File: src/sac_pkg.sv
// Purpose: Shared constants and types for the serial converter control block
// Assumes: 125 MHz system clock, all pins sampled through two flip-flops
// Notes: Mode word decode codes are local choices, kept here so they can be retuned
//
// Overview of operation
// - Capture serial input on shift-clock rise, select low
// - Shift next result bit on shift-clock fall
// - Select held low: first bit at busy rise
// - Select toggled: first bit on select fall
// - Output driven while selected, released otherwise
// - Busy low during convert, calibrate, zero, power-down
// - Select fall aborts conversion, starts new sequence
// - Thirteen shift clocks per sequence after reset
// - Clocks per sequence equal programmed word length
// - Result shifts out in programmed length, format
// - Output-ready low while shifting, high when done
// - Program enable low loads mode when idle; high reads only
// - Read-only: shift stored data, no change, no start
// - Power down while input high, up when low
// - Ready within 700 us, busy until then
// - Channel from captured address bits
// - Result is 12-bit plus sign two's complement
// - Single-ended mode uses common input as negative
package sac_pkg;

    ////////////////////////////////////////////////////////////////////////////
    // Timing
    localparam int CLK_MHZ = 125;
    localparam int PWRUP_US = 700;
    // Longest time, exact in whole cycles
    localparam int PWRUP_CYCLES = PWRUP_US * CLK_MHZ;
    localparam int CNT_W = 17;
    // Conversion-clock periods per cycle kind
    localparam logic [16:0] CVT_TICKS = 17'h00036;
    localparam logic [16:0] CAL_TICKS = 17'h01350;
    localparam logic [16:0] ZERO_TICKS = 17'h0004c;

    ////////////////////////////////////////////////////////////////////////////
    // Mode word layout
    localparam int MODE_BITS = 8;
    localparam int OP_MSB = 7;
    localparam int OP_LSB = 5;
    localparam int SE_BIT = 4;
    localparam int CH_MSB = 2;
    localparam logic [4:0] MODE_BITS_W = 5'h08;
    localparam logic [4:0] LEN_13 = 5'h0d;
    localparam logic [4:0] LEN_9 = 5'h09;
    localparam logic [4:0] LEN_17 = 5'h11;
    localparam int OUT_W = 17;
    localparam int RES_W = 13;

    typedef enum logic [2:0] {
        OP_CONV12 = 3'h0,
        OP_CONV8 = 3'h1,
        OP_CONV17 = 3'h2,
        OP_CAL = 3'h3,
        OP_ZERO = 3'h4,
        OP_NOP = 3'h7
    } sac_op_t;

    typedef enum logic [5:0] {
        ST_IDLE = 6'h01,
        ST_CVT = 6'h02,
        ST_CAL = 6'h04,
        ST_ZERO = 6'h08,
        ST_PDN = 6'h10,
        ST_PUP = 6'h20
    } sac_state_t;

    typedef struct packed {
        logic [2:0] channel;
        logic single_ended;
        logic res8;
        logic [4:0] word_len;
    } sac_cfg_t;

    typedef struct packed {
        sac_op_t op;
        sac_cfg_t cfg;
    } sac_cmd_t;

    typedef struct packed {
        logic cvt_clk;
        logic pwr_dn;
        logic prog_n;
        logic din;
        logic cs_n;
        logic sclk;
    } sac_pins_t;

    localparam sac_cfg_t CFG_RESET = '{channel: 3'h0, single_ended: 1'b0, res8: 1'b0,
                                       word_len: LEN_13};
    localparam sac_pins_t PINS_IDLE = '{cvt_clk: 1'b0, pwr_dn: 1'b0, prog_n: 1'b1, din: 1'b0,
                                        cs_n: 1'b1, sclk: 1'b0};

endpackage : sac_pkg

File: src/sac_sync.sv
// Purpose: Two-flop synchroniser for all pins entering the clock domain
// Assumes: Pins are slow against the 8 ns clock
// Notes: Only the second stage is visible outside
`timescale 1ns/1ps
module sac_sync (
    input wire logic clk,
    input wire logic srst,
    input wire sac_pkg::sac_pins_t pins_in,
    output sac_pkg::sac_pins_t pins_out
);

    typedef struct packed {
        sac_pkg::sac_pins_t stage1;
        sac_pkg::sac_pins_t stage2;
    } sac_sync_t;

    sac_sync_t sync_reg;
    sac_sync_t sync_next;

    always_comb begin
        sync_next.stage1 = pins_in;
        sync_next.stage2 = sync_reg.stage1;
    end

    always_ff @(posedge clk) begin
        if (srst) begin
            sync_reg <= '{stage1: sac_pkg::PINS_IDLE, stage2: sac_pkg::PINS_IDLE};
        end else begin
            sync_reg <= sync_next;
        end
    end

    assign pins_out = sync_reg.stage2;

endmodule : sac_sync

File: src/sac_mode_decode.sv
// Purpose: Mode word to command and configuration
// Assumes: Word is the first eight bits shifted in, first bit in the top position
// Notes: Unknown codes leave the configuration as it was
`timescale 1ns/1ps
module sac_mode_decode (
    input wire logic [7:0] mode_word,
    input wire sac_pkg::sac_cfg_t cur_cfg,
    output sac_pkg::sac_cmd_t cmd
);

    logic [2:0] op_code;

    // Single table for all encodings, swap here to retarget
    always_comb begin
        op_code = mode_word[sac_pkg::OP_MSB:sac_pkg::OP_LSB];
        cmd.cfg = cur_cfg;
        cmd.op = sac_pkg::OP_NOP;
        case (op_code)
            sac_pkg::OP_CONV12, sac_pkg::OP_CONV8, sac_pkg::OP_CONV17: begin
                cmd.op = sac_pkg::sac_op_t'(op_code);
                cmd.cfg.channel = mode_word[sac_pkg::CH_MSB:0];
                cmd.cfg.single_ended = mode_word[sac_pkg::SE_BIT];
                cmd.cfg.res8 = (op_code == sac_pkg::OP_CONV8);
                cmd.cfg.word_len = (op_code == sac_pkg::OP_CONV8) ? sac_pkg::LEN_9 :
                                   (op_code == sac_pkg::OP_CONV17) ? sac_pkg::LEN_17 :
                                   sac_pkg::LEN_13;
            end
            sac_pkg::OP_CAL: begin
                cmd.op = sac_pkg::OP_CAL;
            end
            sac_pkg::OP_ZERO: begin
                cmd.op = sac_pkg::OP_ZERO;
            end
            default: begin
                cmd.op = sac_pkg::OP_NOP;
            end
        endcase
    end

endmodule : sac_mode_decode

File: src/sac_top.sv
// Purpose: Serial interface and cycle sequencer of a sampling converter
// Assumes: adc_sample is on the clk domain and stable when a conversion ends
// Notes: Shift clock and conversion clock are sampled, so both must stay well below 62 MHz
`timescale 1ns/1ps
module sac_top #(
    parameter int POWERUP_CYCLES = sac_pkg::PWRUP_CYCLES
) (
    input wire logic clk,
    input wire logic srst,
    input wire logic sclk,
    input wire logic cs_n,
    input wire logic serial_input,
    input wire logic program_enable_n,
    input wire logic power_down_input,
    input wire logic conversion_clock,
    input wire logic [12:0] adc_sample,
    output logic serial_out,
    output logic serial_out_oe,
    output logic busy_done,
    output logic output_ready,
    output logic sample_req,
    output logic [2:0] mux_channel,
    output logic mux_single_ended,
    output logic neg_ref_is_com
);

    typedef struct packed {
        sac_pkg::sac_state_t st;
        logic [7:0] in_sr;
        logic [16:0] out_sr;
        logic [12:0] result;
        logic [4:0] bit_cnt;
        sac_pkg::sac_cfg_t cfg;
        logic [16:0] cnt;
        logic sclk_d;
        logic cs_d;
        logic cvt_d;
        logic so;
        logic so_oe;
        logic busy;
        logic oready;
        logic sample_req;
    } sac_top_t;

    localparam logic [16:0] PWRUP_LAST = 17'(POWERUP_CYCLES - 1);

    sac_top_t top_reg;
    sac_top_t top_next;
    sac_pkg::sac_pins_t pins_raw;
    sac_pkg::sac_pins_t p;
    sac_pkg::sac_cmd_t cmd;

    ////////////////////////////////////////////////////////////////////////////
    // Pin entry and mode decode
    assign pins_raw = '{cvt_clk: conversion_clock, pwr_dn: power_down_input,
                        prog_n: program_enable_n, din: serial_input, cs_n: cs_n, sclk: sclk};

    sac_sync u_sync (
        .clk(clk),
        .srst(srst),
        .pins_in(pins_raw),
        .pins_out(p)
    );

    sac_mode_decode u_decode (
        .mode_word(top_reg.in_sr),
        .cur_cfg(top_reg.cfg),
        .cmd(cmd)
    );

    ////////////////////////////////////////////////////////////////////////////
    // Output word layout, first bit in the top position
    function automatic logic [16:0] fmt_word(input logic [12:0] res,
                                             input sac_pkg::sac_cfg_t c);
        logic [16:0] w;
        w = {res, 4'h0};
        if (c.word_len == sac_pkg::LEN_17) begin
            w = {{4{res[12]}}, res};
        end else if (c.res8) begin
            w = {res[12:4], 8'h00};
        end
        return w;
    endfunction : fmt_word

    ////////////////////////////////////////////////////////////////////////////
    // Sequencer
    always_comb begin
        logic sclk_rise;
        logic sclk_fall;
        logic cs_fall;
        logic cvt_rise;
        logic done;
        logic running;
        logic present;
        logic seq_end;
        logic [16:0] word;
        sclk_rise = p.sclk & ~top_reg.sclk_d;
        sclk_fall = ~p.sclk & top_reg.sclk_d;
        cs_fall = ~p.cs_n & top_reg.cs_d;
        cvt_rise = p.cvt_clk & ~top_reg.cvt_d;
        done = 1'b0;
        present = 1'b0;
        seq_end = 1'b0;
        running = (top_reg.st == sac_pkg::ST_CVT) || (top_reg.st == sac_pkg::ST_CAL) ||
                  (top_reg.st == sac_pkg::ST_ZERO);
        word = 17'h00000;
        top_next = top_reg;
        top_next.sample_req = 1'b0;
        top_next.sclk_d = p.sclk;
        top_next.cs_d = p.cs_n;
        top_next.cvt_d = p.cvt_clk;
        top_next.so_oe = ~p.cs_n;

        if (p.pwr_dn) begin
            top_next.st = sac_pkg::ST_PDN;
            top_next.busy = 1'b0;
        end else begin
            case (top_reg.st)
                sac_pkg::ST_PDN: begin
                    top_next.st = sac_pkg::ST_PUP;
                    top_next.cnt = PWRUP_LAST;
                end
                sac_pkg::ST_PUP: begin
                    if (top_reg.cnt == 17'h00000) begin
                        top_next.st = sac_pkg::ST_IDLE;
                        top_next.busy = 1'b1;
                    end else begin
                        top_next.cnt = top_reg.cnt - 17'h00001;
                    end
                end
                sac_pkg::ST_CVT, sac_pkg::ST_CAL, sac_pkg::ST_ZERO: begin
                    if (cvt_rise) begin
                        if (top_reg.cnt == 17'h00000) begin
                            top_next.st = sac_pkg::ST_IDLE;
                            top_next.busy = 1'b1;
                            done = 1'b1;
                            if (top_reg.st == sac_pkg::ST_CVT) begin
                                top_next.result = adc_sample;
                            end
                        end else begin
                            top_next.cnt = top_reg.cnt - 17'h00001;
                        end
                    end
                end
                default: begin
                    top_next.st = top_reg.st;
                end
            endcase
        end

        if (cs_fall) begin
            // Stale word goes out; host discards it after an abort
            if (running && !p.pwr_dn) begin
                top_next.st = sac_pkg::ST_IDLE;
                top_next.busy = 1'b1;
            end
            present = 1'b1;
        end else if (!p.cs_n) begin
            if (done) begin
                present = 1'b1;
            end
            // The fall after the last rise closes the frame and shifts nothing
            if (sclk_fall && top_reg.bit_cnt != 5'h00) begin
                top_next.so = top_reg.out_sr[16];
                top_next.out_sr = {top_reg.out_sr[15:0], 1'b0};
                top_next.oready = 1'b0;
            end
            if (sclk_rise) begin
                if (top_reg.bit_cnt < sac_pkg::MODE_BITS_W) begin
                    top_next.in_sr = {top_reg.in_sr[6:0], p.din};
                end
                top_next.bit_cnt = top_reg.bit_cnt + 5'h01;
                if (top_reg.bit_cnt + 5'h01 == top_reg.cfg.word_len) begin
                    top_next.bit_cnt = 5'h00;
                    top_next.oready = 1'b1;
                    seq_end = 1'b1;
                    // Starting only from idle relies on the host never reading mid-cycle
                    if (!p.prog_n && top_reg.st == sac_pkg::ST_IDLE) begin
                        top_next.cfg = cmd.cfg;
                        case (cmd.op)
                            sac_pkg::OP_CONV12, sac_pkg::OP_CONV8, sac_pkg::OP_CONV17: begin
                                top_next.st = sac_pkg::ST_CVT;
                                top_next.cnt = sac_pkg::CVT_TICKS - 17'h00001;
                                top_next.busy = 1'b0;
                                top_next.sample_req = 1'b1;
                            end
                            sac_pkg::OP_CAL: begin
                                top_next.st = sac_pkg::ST_CAL;
                                top_next.cnt = sac_pkg::CAL_TICKS - 17'h00001;
                                top_next.busy = 1'b0;
                            end
                            sac_pkg::OP_ZERO: begin
                                top_next.st = sac_pkg::ST_ZERO;
                                top_next.cnt = sac_pkg::ZERO_TICKS - 17'h00001;
                                top_next.busy = 1'b0;
                            end
                            default: begin
                                present = 1'b1;
                            end
                        endcase
                    end else begin
                        present = 1'b1;
                    end
                end
            end
        end

        if (present) begin
            word = fmt_word(top_next.result, top_next.cfg);
            top_next.so = word[16];
            top_next.out_sr = {word[15:0], 1'b0};
            top_next.bit_cnt = 5'h00;
            // Set wins: a word re-presented at frame end has not started shifting
            top_next.oready = seq_end;
        end
        if (p.cs_n) begin
            top_next.so = 1'b0;
        end
    end

    always_ff @(posedge clk) begin
        if (srst) begin
            top_reg <= '{st: sac_pkg::ST_IDLE, in_sr: 8'h00, out_sr: 17'h00000,
                         result: 13'h0000, bit_cnt: 5'h00, cfg: sac_pkg::CFG_RESET,
                         cnt: 17'h00000, sclk_d: 1'b0, cs_d: 1'b1, cvt_d: 1'b0,
                         so: 1'b0, so_oe: 1'b0, busy: 1'b1, oready: 1'b1,
                         sample_req: 1'b0};
        end else begin
            top_reg <= top_next;
        end
    end

    ////////////////////////////////////////////////////////////////////////////
    // Outputs
    assign serial_out = top_reg.so;
    assign serial_out_oe = top_reg.so_oe;
    assign busy_done = top_reg.busy;
    assign output_ready = top_reg.oready;
    assign sample_req = top_reg.sample_req;
    assign mux_channel = top_reg.cfg.channel;
    assign mux_single_ended = top_reg.cfg.single_ended;
    assign neg_ref_is_com = top_reg.cfg.single_ended;

endmodule : sac_top

File: config.mk
export PLATFORM = sky130hd
export DESIGN_NAME = sac_top
export DESIGN_NICKNAME = d
export VERILOG_FILES = /design/src/sac_pkg.sv /design/src/sac_sync.sv /design/src/sac_mode_decode.sv /design/src/sac_top.sv
export SDC_FILE = /design/constraint.sdc
export NUM_CORES = 1
export LEC_CHECK = 0
export ABC_CLOCK_PERIOD_IN_PS = 3500
export BUFFER_PORTS_ARGS = -buffer_cell sky130_fd_sc_hd__buf_2
export CORE_ASPECT_RATIO = 0.9
export CORE_UTILIZATION = 44
export DETAILED_ROUTE_END_ITERATION = 7
export PLACE_DENSITY_LB_ADDON = 0.08
export SYNTH_ARGS = -nofsm -noshare
export SYNTH_HDL_FRONTEND = slang
export SYNTH_SLANG_ARGS = --single-unit
File: constraint.sdc
create_clock -name clk -period 3.5 [get_ports clk]
set_input_delay 0.35 -clock clk [delete_from_list [all_inputs] [get_ports clk]]
set_output_delay 0.35 -clock clk [all_outputs]
set_load 0.01 [all_outputs]
==> out/summary.md <==
In the routed design, unresolved DRC markers number 0. The flip-flop and latch count after synthesis was 95. The run gives 0.340 ns as the setup slack after layout. In the final routed layout, each cell accounts on average for 16.6 µm. The synthesized netlist occupies a cell area of 0.00472 mm². Layout-stage area growth over the synthesis result: 10.5%. The cell type with the largest total area after synthesis is sky130_fd_sc_hd__dfxtp_1.

Counting instances, the worst hold path has a depth of 2. The tools report the number of inserted diodes as 0. Row generation in the floorplan step produced 35 rows. For this run the aggregate overflow at the end of global routing stands at 0. The total track usage is 0.227, and the number of sinks handled by clock tree synthesis is 95. Static timing analysis puts the maximum clock frequency at 316 MHz. The run gives 0 as the number of slew-limit violations in the final report. The flow ran to the end, and the final reports show no timing, DRC or antenna violations.

The mean instance size in the synthesized netlist came out at 8.34 µm². The detail-routed via count per cell is 5.76, and the wire length after detailed routing is 11900 µm. In this run the critical register-to-register path is launched from top_reg[35]. The worst setup path is launched from a flop. From left edge to right edge, the die measures 111 µm. The worst reg-to-reg setup slack was 0.34 ns. The most used flip-flop cell after synthesis is sky130_fd_sc_hd__dfxtp_1. Yosys printed 0 warnings. The final critical-path share of the clock period works out to 0.903.

Sorting the synthesized cells by area gives the leading types as sky130_fd_sc_hd__dfxtp_1 40%, sky130_fd_sc_hd__mux2i_1 5.9%, sky130_fd_sc_hd__a21oi_1 5.3%, sky130_fd_sc_hd__o21ai_0 4.5%, sky130_fd_sc_hd__nor2_1 4.1%. The depth of the worst register-to-register path was 9. End of the worst hold path: u_sync.sync_next[1]. The logs give 3877 for the number of global-route vias before repair and 321 µV for the worst-case vdd ir drop. The final route contains 4112 vias.

Counting every instance in the synthesized netlist gives 566. The async set-reset flop share out of synthesis is 0. In this run, CTS created clock tree buffers numbering 9. The number of antenna violations at the first check in global routing is 0. The initial core utilization is 0.457.

The die covers 0.0111 mm². The cell sitting at the root of the clock tree is a sky130_fd_sc_hd__clkbuf_16. Setup repair after global routing left no endpoint under its margin. The clock insertion delay at the later pin of the skew report came out at 0.35 ns. STA puts the critical path data arrival time at 3.40 ns.

Number of flip-flops in the largest register: 74. The register clock-pin slew on the reported worst setup and hold paths was 0.07 ns; the max-capacitance violation count was 0. In this run the static leakage power is 1.81 nW. Number of hold violations in the final report: 0. Endpoint class of the critical path: a flop.

The number of nets handed over by synthesis was 590. The number of enable flip-flop cells after synthesis is 0. The fraction of layout cells with a size suffix above 1 was 0.130.

The logs give 31 for the number of primary I/O pins and 0.0103 mm² for the placeable core region. TritonCTS built the clock tree. Of all nets on the critical path, the largest fanout is 15. The longest clock path from root to sink contains 2 buffers. Tightest slew margin relative to the limit: 0.373. The run gives 0.352 ns as the placement-stage worst setup slack. The min-delay analysis places its worst path in the category primary input to flop. The pre-antenna-repair detailed-routing pass consisted of 5 iterations. In this run the critical register-to-register path is captured at top_reg[64]. The count of nets left with antenna violations once routing finished came out at 0.

The share of the synthesized area in the top cell type came out at 0.403. Beginning of the worst hold path: cs_n. The transition time of the tightest slew-check pin came out at 0.933 ns. The post-CTS repair timing setup buffer count is 0, and the floorplan die height is 100 µm.

The critical path class is flop to flop. The first-iteration detailed-routing DRC count was 271; the data required time of the critical path was 3.74 ns. The run gives 0.00491 mm² as the area of placed instances.

Timing startpoint of the critical path: top_reg[35]. Largest net degree at the start of global routing: 33. Dividing total power by cell area gives a power density of 423 mW/mm². The number of setup violations in the final report came out at 0. The final critical delay including setup and external delays works out to 3.16 ns. Detailed placement finished with a half-perimeter wire length of 8380 µm. The final layout contains 605 nets.

The run gives 0 as the number of gates given a new drive strength after cts. The register area share after synthesis is 0.403. The run gives 63 as the number of distinct library cells after synthesis. The design draws 0.00221 W. The number of buffers added to fix hold violations after cts came out at 0. The logs give 19900 µm for the wire length of the first global-routing pass and 3 for the H-tree level count.

The final total negative setup slack is 0 ns, and the count of input and output buffers is 30. Routability-driven placement finished with a final weighted congestion of 0.849. The clock arrives with 0.00705 ns of skew. After routing the design area is 0.00521 mm².
==> kinds of logic (layout without fill, tap and decap cells) <==
| group | Yosys count | count (layout) | share of synthesized area |
|---|---|---|---|
| mux | 29 | 29 | 0.0618 |
| flops | 95 | 95 | 0.403 |
| buf+inv | 54 | 73 | 0.0565 |
| compound gates | 150 | 150 | 0.194 |
| fa+ha+maj | 3 | 3 | 0.00795 |
| xor+xnor | 6 | 6 | 0.0127 |
| simple gates | 229 | 229 | 0.264 |
==> per-layer routing <==
metal	global-route usage	vias to the layer above	routed length, µm
met4	0.0821	0	176
met2	0.330	81	5100
li1	-	2064	-
met1	0.333	1954	6160
met5	0	-	0
met3	0.0405	13	420
==> synth_stat cells, types with 11 or more instances <==
cell	instances
sky130_fd_sc_hd__o21ai_0	42
sky130_fd_sc_hd__mux2i_1	28
sky130_fd_sc_hd__nand3b_1	11
sky130_fd_sc_hd__clkbuf_1	21
sky130_fd_sc_hd__nand3_1	17
sky130_fd_sc_hd__nor2_1	51
sky130_fd_sc_hd__nand2_1	47
sky130_fd_sc_hd__nor3_1	19
sky130_fd_sc_hd__inv_1	17
sky130_fd_sc_hd__a21oi_1	50
sky130_fd_sc_hd__nor2b_1	19
sky130_fd_sc_hd__dfxtp_1	95
sky130_fd_sc_hd__a31oi_1	13
==> final cells by class <==
| cell class | count | area, µm² |
|---|---|---|
| Clock buffer | 10 | 239 |
| Clock inverter | 5 | 63.8 |
| Fill cell | 1016 | 5120 |
| Inverter | 17 | 63.8 |
| Multi-Input combinational cell | 417 | 2550 |
| Sequential cell | 95 | 1900 |
| Tap cell | 129 | 161 |
| Timing Repair Buffer | 41 | 233 |
==> placed cells by master (no fill, tap or decap), drive strengths merged, types with 10 or more instances in the layout <==
master   n
inv     20
buf     41
a31oi   14
nand2   47
dfxtp   95
nor2    51
clkbuf  10
mux2i   28
a21oi   50
nor4    10
nand3   17
o21ai   44
nand3b  11
nor3    19
nor2b   19
==> worst max path at each step <==
stage	to	slack, ns	cells past startpoint
after detailed placement	top_reg[64]	0.35	9
after floorplan	top_reg[66]	0.58	12
after CTS	top_reg[64]	0.34	9
after global placement	top_reg[69]	0.44	9
final	top_reg[64]	0.34	9
after global routing	top_reg[37]	0.08	9
==> critical path: stages (launching register included) <==
cell,delay [ns]
sky130_fd_sc_hd__dfxtp_1,0.39
sky130_fd_sc_hd__inv_1,0.09
sky130_fd_sc_hd__ha_1,0.32
sky130_fd_sc_hd__xnor2_1,0.16
sky130_fd_sc_hd__nand2_1,0.08
sky130_fd_sc_hd__or3_1,0.49
sky130_fd_sc_hd__or4_4,0.64
sky130_fd_sc_hd__a31oi_4,0.47
sky130_fd_sc_hd__mux2i_1,0.15
sky130_fd_sc_hd__a22o_1,0.25
==> where the power goes <==
part | switching [W] | total, W | internal (W)
clock | 0.000434 | 0.00101 | 0.000577
sequential | 0.0000122 | 0.00111 | 0.00110
combinational | 0.0000553 | 0.0000880 | 0.0000327
==> per-stage QoR <==
| step | std cells | hold slack [ns] | utilization |
|---|---|---|---|
| after floorplan | 566 | 0.389 | - |
| after global placement | 699 | 0.391 | 0.475 |
| after detailed placement | 699 | 0.392 | 0.475 |
| after CTS | 714 | 0.177 | 0.504 |
| after global routing | 714 | 0.185 | 0.504 |
| final | 714 | 0.192 | 0.504 |
Power figures use the tool's default switching activity.
